## src/verilog/dpr_pkg.sv

```systemverilog
// Constants and types shared by the dual-port memory port controller
`default_nettype none
package dpr_pkg;
  localparam int ADDR_W = 11;
  localparam int DATA_W = 8;
  localparam int TMR_W = 4;
  localparam logic [ADDR_W-1:0] MBOX_TO_LEFT = 11'h7FE;
  localparam logic [ADDR_W-1:0] MBOX_TO_RIGHT = 11'h7FF;
  localparam int CLK_PERIOD_NS = 40;
  localparam int ACCESS_NS = 120;
  localparam int WRITE_PULSE_NS = 70;
  localparam int PRIORITY_LEAD_TIME_NS = 25;
  // Least times round up to whole cycles
  localparam int ACCESS_CYC = (ACCESS_NS + CLK_PERIOD_NS - 1) / CLK_PERIOD_NS;
  localparam int WRITE_PULSE_CYC = (WRITE_PULSE_NS + CLK_PERIOD_NS - 1) / CLK_PERIOD_NS;
  localparam int LEAD_CYC = (PRIORITY_LEAD_TIME_NS + CLK_PERIOD_NS - 1) / CLK_PERIOD_NS;
  localparam logic [TMR_W-1:0] ACCESS_LOAD = TMR_W'(ACCESS_CYC - 1);
  localparam logic [TMR_W-1:0] WRITE_LOAD = TMR_W'(WRITE_PULSE_CYC - 1);
  localparam logic [TMR_W-1:0] LEAD_LOAD = TMR_W'(LEAD_CYC - 1);
  localparam logic [TMR_W-1:0] TMR_ZERO = 4'h0;
  localparam logic [TMR_W-1:0] TMR_ONE = 4'h1;
  typedef enum logic [2:0] {
    ST_IDLE = 3'h0,
    ST_SETUP = 3'h1,
    ST_ACCESS = 3'h2,
    ST_STALL = 3'h3,
    ST_RECOVER = 3'h4
  } dpr_state_t;
endpackage
`default_nettype wire

```

## src/verilog/dpr_timer.sv

```systemverilog
// Down-counting phase timer for the memory port controller
`default_nettype none
module dpr_timer (
  input wire logic clk_sys_in,
  input wire logic rst_in,
  input wire logic load_in,
  input wire logic [dpr_pkg::TMR_W-1:0] value_in,
  output logic expired_out
);
  typedef struct packed {
    logic [dpr_pkg::TMR_W-1:0] cnt;
  } dpr_tmr_regs_t;

  dpr_tmr_regs_t r;
  dpr_tmr_regs_t next_r;

  always_comb begin
    next_r = r;
    if (load_in) begin
      next_r.cnt = value_in;
    end else if (r.cnt != dpr_pkg::TMR_ZERO) begin
      next_r.cnt = r.cnt - dpr_pkg::TMR_ONE;
    end
  end

  always_ff @(posedge clk_sys_in or posedge rst_in) begin
    if (rst_in) begin
      r <= '0;
    end else begin
      r <= next_r;
    end
  end

  assign expired_out = (r.cnt == dpr_pkg::TMR_ZERO);
endmodule
`default_nettype wire

```

## src/verilog/dpr_port_ctrl.sv

```systemverilog
// Host controller that drives one port of the dual-port memory through its pins
`default_nettype none
module dpr_port_ctrl #(
  parameter logic [dpr_pkg::ADDR_W-1:0] OWN_MAILBOX = dpr_pkg::MBOX_TO_LEFT
) (
  input wire logic clk_sys_in,
  input wire logic rst_in,
  input wire logic req_valid_in,
  input wire logic req_write_in,
  input wire logic [dpr_pkg::ADDR_W-1:0] req_addr_in,
  input wire logic [dpr_pkg::DATA_W-1:0] req_wdata_in,
  output logic req_ready_out,
  output logic rsp_valid_out,
  output logic [dpr_pkg::DATA_W-1:0] rsp_rdata_out,
  output logic rsp_mailbox_out,
  output logic mail_pending_out,
  output logic ram_cs_n_out,
  output logic ram_we_n_out,
  output logic ram_oe_n_out,
  output logic [dpr_pkg::ADDR_W-1:0] ram_addr_out,
  input wire logic [dpr_pkg::DATA_W-1:0] ram_data_in,
  output logic [dpr_pkg::DATA_W-1:0] ram_data_out,
  output logic ram_data_oe_n_out,
  input wire logic ram_busy_n_in,
  input wire logic ram_int_n_in
);
  typedef struct packed {
    dpr_pkg::dpr_state_t state;
    logic write;
    logic [dpr_pkg::ADDR_W-1:0] addr;
    logic [dpr_pkg::DATA_W-1:0] wdata;
    logic [dpr_pkg::DATA_W-1:0] rdata;
    logic cs_n;
    logic we_n;
    logic oe_n;
    logic data_oe_n;
    logic rsp_valid;
    logic rsp_mailbox;
    logic mail_pending;
  } dpr_ctrl_regs_t;

  dpr_ctrl_regs_t r;
  dpr_ctrl_regs_t next_r;
  logic tmr_load;
  logic [dpr_pkg::TMR_W-1:0] tmr_value;
  logic tmr_expired;

  // Phase length of one strobe window, shared by first start and restart
  function automatic logic [dpr_pkg::TMR_W-1:0] access_load(input logic write);
    return write ? dpr_pkg::WRITE_LOAD : dpr_pkg::ACCESS_LOAD;
  endfunction

  dpr_timer u_timer (
    .clk_sys_in(clk_sys_in),
    .rst_in(rst_in),
    .load_in(tmr_load),
    .value_in(tmr_value),
    .expired_out(tmr_expired)
  );

  always_comb begin
    next_r = r;
    tmr_load = 1'b0;
    tmr_value = dpr_pkg::LEAD_LOAD;
    next_r.rsp_valid = 1'b0;
    // Open-drain flag: low means the far port left mail
    next_r.mail_pending = ~ram_int_n_in;
    case (r.state)
      dpr_pkg::ST_IDLE: begin
        if (req_valid_in) begin
          // Address settles with select and write enable high
          next_r.addr = req_addr_in;
          next_r.write = req_write_in;
          next_r.wdata = req_wdata_in;
          next_r.state = dpr_pkg::ST_SETUP;
          tmr_load = 1'b1;
          tmr_value = dpr_pkg::LEAD_LOAD;
        end
      end
      dpr_pkg::ST_SETUP: begin
        if (tmr_expired) begin
          next_r.cs_n = 1'b0;
          next_r.oe_n = r.write;
          // No write strobe in a read cycle
          next_r.we_n = ~r.write;
          next_r.data_oe_n = ~r.write;
          next_r.state = dpr_pkg::ST_ACCESS;
          tmr_load = 1'b1;
          tmr_value = access_load(r.write);
        end
      end
      dpr_pkg::ST_ACCESS: begin
        if (!ram_busy_n_in) begin
          // Busy is our wait line; pull the strobe back so nothing lands
          next_r.we_n = 1'b1;
          next_r.state = dpr_pkg::ST_STALL;
        end else if (tmr_expired) begin
          next_r.rdata = r.write ? r.rdata : ram_data_in;
          next_r.rsp_mailbox = ~r.write && (r.addr == OWN_MAILBOX);
          // Strobes release together; data held one more cycle
          next_r.cs_n = 1'b1;
          next_r.we_n = 1'b1;
          next_r.oe_n = 1'b1;
          next_r.state = dpr_pkg::ST_RECOVER;
        end
      end
      dpr_pkg::ST_STALL: begin
        // Select and address held so our grant request stays in place
        if (ram_busy_n_in) begin
          next_r.we_n = ~r.write;
          next_r.state = dpr_pkg::ST_ACCESS;
          tmr_load = 1'b1;
          tmr_value = access_load(r.write);
        end
      end
      dpr_pkg::ST_RECOVER: begin
        next_r.data_oe_n = 1'b1;
        next_r.rsp_valid = 1'b1;
        next_r.state = dpr_pkg::ST_IDLE;
      end
      default: begin
        next_r.state = dpr_pkg::ST_IDLE;
      end
    endcase
  end

  always_ff @(posedge clk_sys_in or posedge rst_in) begin
    if (rst_in) begin
      r <= '0;
      r.state <= dpr_pkg::ST_IDLE;
      r.cs_n <= 1'b1;
      r.we_n <= 1'b1;
      r.oe_n <= 1'b1;
      r.data_oe_n <= 1'b1;
    end else begin
      r <= next_r;
    end
  end

  assign req_ready_out = (r.state == dpr_pkg::ST_IDLE);
  assign rsp_valid_out = r.rsp_valid;
  assign rsp_rdata_out = r.rdata;
  assign rsp_mailbox_out = r.rsp_mailbox;
  assign mail_pending_out = r.mail_pending;
  assign ram_cs_n_out = r.cs_n;
  assign ram_we_n_out = r.we_n;
  assign ram_oe_n_out = r.oe_n;
  assign ram_addr_out = r.addr;
  assign ram_data_out = r.wdata;
  assign ram_data_oe_n_out = r.data_oe_n;

  property p_addr_held_selected;
    @(posedge clk_sys_in) disable iff (rst_in)
      (!ram_cs_n_out && !$past(ram_cs_n_out)) |-> $stable(ram_addr_out);
  endproperty
  a_addr_held_selected: assert property (p_addr_held_selected)
    else $error("address moved while selected");

  property p_addr_before_select;
    @(posedge clk_sys_in) disable iff (rst_in)
      $fell(ram_cs_n_out) |-> $stable(ram_addr_out) && $past(ram_cs_n_out, 2);
  endproperty
  a_addr_before_select: assert property (p_addr_before_select)
    else $error("select fell without prior address setup");

  property p_we_high_addr_change;
    @(posedge clk_sys_in) disable iff (rst_in)
      $changed(ram_addr_out) |-> ram_we_n_out && $past(ram_we_n_out);
  endproperty
  a_we_high_addr_change: assert property (p_we_high_addr_change)
    else $error("write enable low across address change");

  property p_no_drive_in_read;
    @(posedge clk_sys_in) disable iff (rst_in)
      (!ram_cs_n_out && !ram_oe_n_out) |-> ram_data_oe_n_out;
  endproperty
  a_no_drive_in_read: assert property (p_no_drive_in_read)
    else $error("host drives data during a read");

  property p_we_high_read;
    @(posedge clk_sys_in) disable iff (rst_in)
      (!ram_oe_n_out) |-> ram_we_n_out throughout (!ram_oe_n_out)[*1];
  endproperty
  a_we_high_read: assert property (p_we_high_read)
    else $error("write strobe in read cycle");

  property p_busy_waits;
    @(posedge clk_sys_in) disable iff (rst_in)
      (!ram_cs_n_out && !ram_busy_n_in) |=> !ram_cs_n_out && ram_we_n_out && !rsp_valid_out;
  endproperty
  a_busy_waits: assert property (p_busy_waits)
    else $error("access went on while busy");

  property p_release_resumes;
    @(posedge clk_sys_in) disable iff (rst_in)
      (r.state == dpr_pkg::ST_STALL && ram_busy_n_in) |=> r.state == dpr_pkg::ST_ACCESS ##0
        (r.write ? !ram_we_n_out : ram_we_n_out);
  endproperty
  a_release_resumes: assert property (p_release_resumes)
    else $error("access did not resume after busy release");
endmodule
`default_nettype wire

```

## config.mk

```make
export PLATFORM = sky130hd
export DESIGN_NAME = dpr_port_ctrl
export DESIGN_NICKNAME = d
export VERILOG_FILES = /design/src/verilog/dpr_pkg.sv /design/src/verilog/dpr_timer.sv /design/src/verilog/dpr_port_ctrl.sv
export SDC_FILE = /design/constraint.sdc
export NUM_CORES = 1
export LEC_CHECK = 0
export BUFFER_PORTS_ARGS = -buffer_cell sky130_fd_sc_hd__clkbuf_2
export CORE_UTILIZATION = 50
export DETAILED_ROUTE_END_ITERATION = 12
export PLACE_DENSITY = 0.79
export SLEW_MARGIN = 20
export SYNTH_ARGS = -nofsm -noshare
export SYNTH_HDL_FRONTEND = slang
export SYNTH_SLANG_ARGS = --single-unit
export TNS_END_PERCENT = 5
```

## constraint.sdc

```tcl
create_clock -name clk_sys_in -period 2.5 [get_ports clk_sys_in]
set_clock_uncertainty 0.1 [all_clocks]
set_input_delay 0.25 -clock clk_sys_in [delete_from_list [all_inputs] [get_ports clk_sys_in]]
set_output_delay 0.25 -clock clk_sys_in [all_outputs]
set_load 0.01 [all_outputs]
```

==> impl_metrics.tcl <==
set metrics [dict create \
    slew_headroom_pct 56.0 \
    fillers 303 \
    p_per_area_nw_per_um2 1300 \
    synth_edf_count 0 \
    maxSlewViolCount 0 \
    die_height_um 65.4 \
    portBuffers 67 \
    grt_max_degree 43 \
    yosysMostFrequentCell "dfrtp_1" \
    place_area_um2 2190 \
    clkSinkCount 42 \
    syn_avg_cell_area_um2 11.8 \
    final_nets 251 \
    drt_iter0_markers 64 \
    design_area_um2 2330 \
    required_ns 2.58 \
    rsz0062_at_grt "false" \
    swShare_pct 35.3 \
    min_path_type "input port to register" \
    cp_slowest_stage_delay_ns 0.60 \
    synth.top_cells.by_area "dfrtp_1 (47%), mux2_2 (17%), buf_4 (10%), dfstp_2 (5.2%), nor2_1 (2.6%)" \
    cts.reportedPaths.clkPinSlew_ns 0.08 \
    p_switching_mw 1.07 \
    htreeDepth 2 \
    cts_buffer_depth 2 \
    reg2reg_slack_ns 0.17 \
    ys_types 34 \
    netlist.top_cell.by_area "dfrtp_1" \
    syn_area_um2 2010 \
    path_buf_inv 1 \
    max_freq_mhz 430 \
    final.setup.tns_ns 0 \
    setup_violations 0 \
    io_pins 68 \
    synth_ff_type "dfrtp_1" \
    tightest_slew_ns 0.658 \
    root_buffer "clkbuf_8" \
    crit_chain "inv_1, ha_1, or4b_1, nor3_4, mux2_2" \
    seqPwrFrac_pct 41.6 \
    synthesis.nets 205 \
    hold_viol_final 0 \
    die-area_um2 4280 \
    grt_pass1_wl_um 5740 \
    cp-end-kind "register" \
    start_util_pct 53.7 \
    drt-vias-per-instance 5.10 \
    antenna_left 0 \
    gr-total-overflow 0 \
    via_count 1356 \
    hpwl_um 2610 \
    clk_latency_ns 0.29 \
    regArea_um2 1060 \
    yosysSeqAreaShare_pct 52.6 \
    startpoint_type "register" \
    first_pass_iters 4 \
    syn_to_final_growth_pct 15.8 \
    fp.dieW_um 65.4 \
    internal-power_mw 1.96 \
    antenna_found_initial 0 \
    synth_seq_cells 42 \
    crit_fanout 8 \
    slowest_stage "or4b_1" \
    core_um2 3740 \
    crit_type "register to register" \
    grt_pass1_vias 1346 \
    maxCapViolCount 0 \
    place.gp.congestion 0.850 \
    tritoncts "done" \
    status "finished clean" \
    cts_made_buffers 5 \
    grtUsageTotal_pct 17.7 \
    yosys.area.top_type_share_pct 47.3 \
    post-route-util_pct 62.2 \
    p_leak_nw 1.13 \
    ys_async_sr_fraction_pct 100 \
    diodes 0 \
    multiInputGateArea_um2 691 \
    period_share_pct 93.0 \
    cts_resized 0 \
    fin_crit_ns 2.33 \
    num_rows 22 \
    ir_drop_mv 0.597 \
    routed_wl_um 3450 \
    drc 0 \
    p_comb_share_pct 40.5 \
    drive_gt1_share_pct 52.3 \
    cp_top_family "simple AND/OR/NAND/NOR gates" \
    ys_warn_count 0 \
    synthCells 171 \
    cp.arrival_ns 2.40 \
    power_frac_clock_pct 17.9 \
    wl_per_cell_um 13.0 \
    netlist_top_cells_count "dfrtp_1 (38), mux2_2 (30), buf_4 (27), nor2_1 (14)" \
]
final timing paths:
path,start,end,depth (start not counted)
setup / recovery,u_timer.r[0]$_DFFE_PP0P_,rsp_rdata_out[0]$_DFFE_PP0P_,5
hold / removal,req_wdata_in[7],ram_data_out[7]$_DFFE_PP0P_,2
setup reg to reg,u_timer.r[0]$_DFFE_PP0P_,rsp_rdata_out[0]$_DFFE_PP0P_,5
hold reg to reg,rsp_rdata_out[4]$_DFFE_PP0P_,rsp_rdata_out[4]$_DFFE_PP0P_,1
max in group asynchronous,rst_in,ram_cs_n_out$_DFFE_PP1P_,4
min in group asynchronous,rst_in,ram_data_out[0]$_DFFE_PP0P_,4
cell type report:
class / instances / share of cell area (%)
well taps: 48 / 2.58
multi-input cells: 89 / 29.7
repair buffers: 72 / 16.2
flip-flops and latches: 42 / 45.4
clock inverters: 1 / 1.29
inverters: 7 / 1.13
clock buffers: 7 / 3.71
power by group through the flow:
stage                     registers [mW]  clock network (mW)  logic [mW]
after global placement              1.26                   0        1.20
final                               1.26               0.542        1.22
after floorplan                     1.18                   0        1.18
after detailed placement            1.27                   0        1.23
after CTS                           1.26               0.565        1.24
after global routing                1.31               0.583        1.35
cell usage in the layout, fill, tap and decap left out:
cell type / netlist / layout
nor3b_1: 1 / 1
o311ai_0: 1 / 1
or4b_1: 1 / 1
o32ai_1: 2 / 2
nor3_4: 1 / 1
nor4b_1: 1 / 1
clkbuf_2: 0 / 67
or2_2: 1 / 1
dfrtp_1: 38 / 38
clkbuf_1: 2 / 1
clkbuf_8: 0 / 6
a22oi_1: 1 / 1
o32a_1: 2 / 2
nand2b_1: 1 / 1
nand2_1: 4 / 4
and2_1: 1 / 1
nor3_1: 4 / 4
o21ai_0: 4 / 4
bufinv_16: 0 / 1
or3b_2: 1 / 1
dlygate4sd3_1: 0 / 2
ha_1: 1 / 1
and3b_1: 1 / 1
dfstp_2: 4 / 4
inv_1: 7 / 7
nand3_1: 2 / 2
a41oi_1: 1 / 1
mux2_2: 30 / 30
a21oi_1: 7 / 7
o21bai_1: 1 / 1
a211oi_1: 1 / 1
buf_4: 27 / 3
nor2b_1: 1 / 1
or3_1: 2 / 2
nor2_1: 14 / 14
nand4_1: 2 / 2
flip-flops by register name, summed over array words and instances (netlist names):
register and flops:
mail_pending_out 1, r 4, ram_addr_out 11, ram_cs_n_out 1
ram_data_oe_n_out 1, ram_data_out 8, ram_oe_n_out 1, ram_we_n_out 1
rsp_mailbox_out 1, rsp_rdata_out 8, rsp_valid_out 1, u_timer.r 4
cell families after synthesis:
| kind of cell | Yosys count | share of synthesized area, % |
|---|---|---|
| compound gates | 20 | 6.60 |
| buf+inv | 40 | 13.1 |
| flops | 42 | 52.6 |
| simple gates | 38 | 10.3 |
| mux | 30 | 16.8 |
| fa+ha+maj | 1 | 0.623 |
timing repair:
| action | 4_1_cts | 5_1_grt |
|---|---|---|
| hold endpoints to repair | 39 | 0 |
| buffers inserted | 0 | 0 |
| hold buffers | 2 | 0 |
metrics by stage:
step                      setup WS [ns]  power, mW  hold slack [ns]  instances
after CTS                         0.163       3.06           0.0757        266
after global placement            0.235       2.46            0.288        256
after global routing             0.0576       3.24           0.0719        266
after floorplan                   0.370       2.36            0.209        171
after detailed placement          0.174       2.50            0.292        256
final                             0.175       3.02           0.0838        266
layer usage:
| metal | share of wire [%] | wire length, µm | vias to the layer above | global-route usage [%] |
|---|---|---|---|---|
| met5 | 0 | 0 | - | 0 |
| met4 | 1.0 | 36 | 0 | 5.71 |
| met3 | 5.9 | 204 | 4 | 5.38 |
| met2 | 51 | 1770 | 45 | 30.7 |
| met1 | 42 | 1440 | 653 | 20.9 |
| li1 | - | - | 654 | - |
Note: power is estimated with default switching activity, not from simulation.
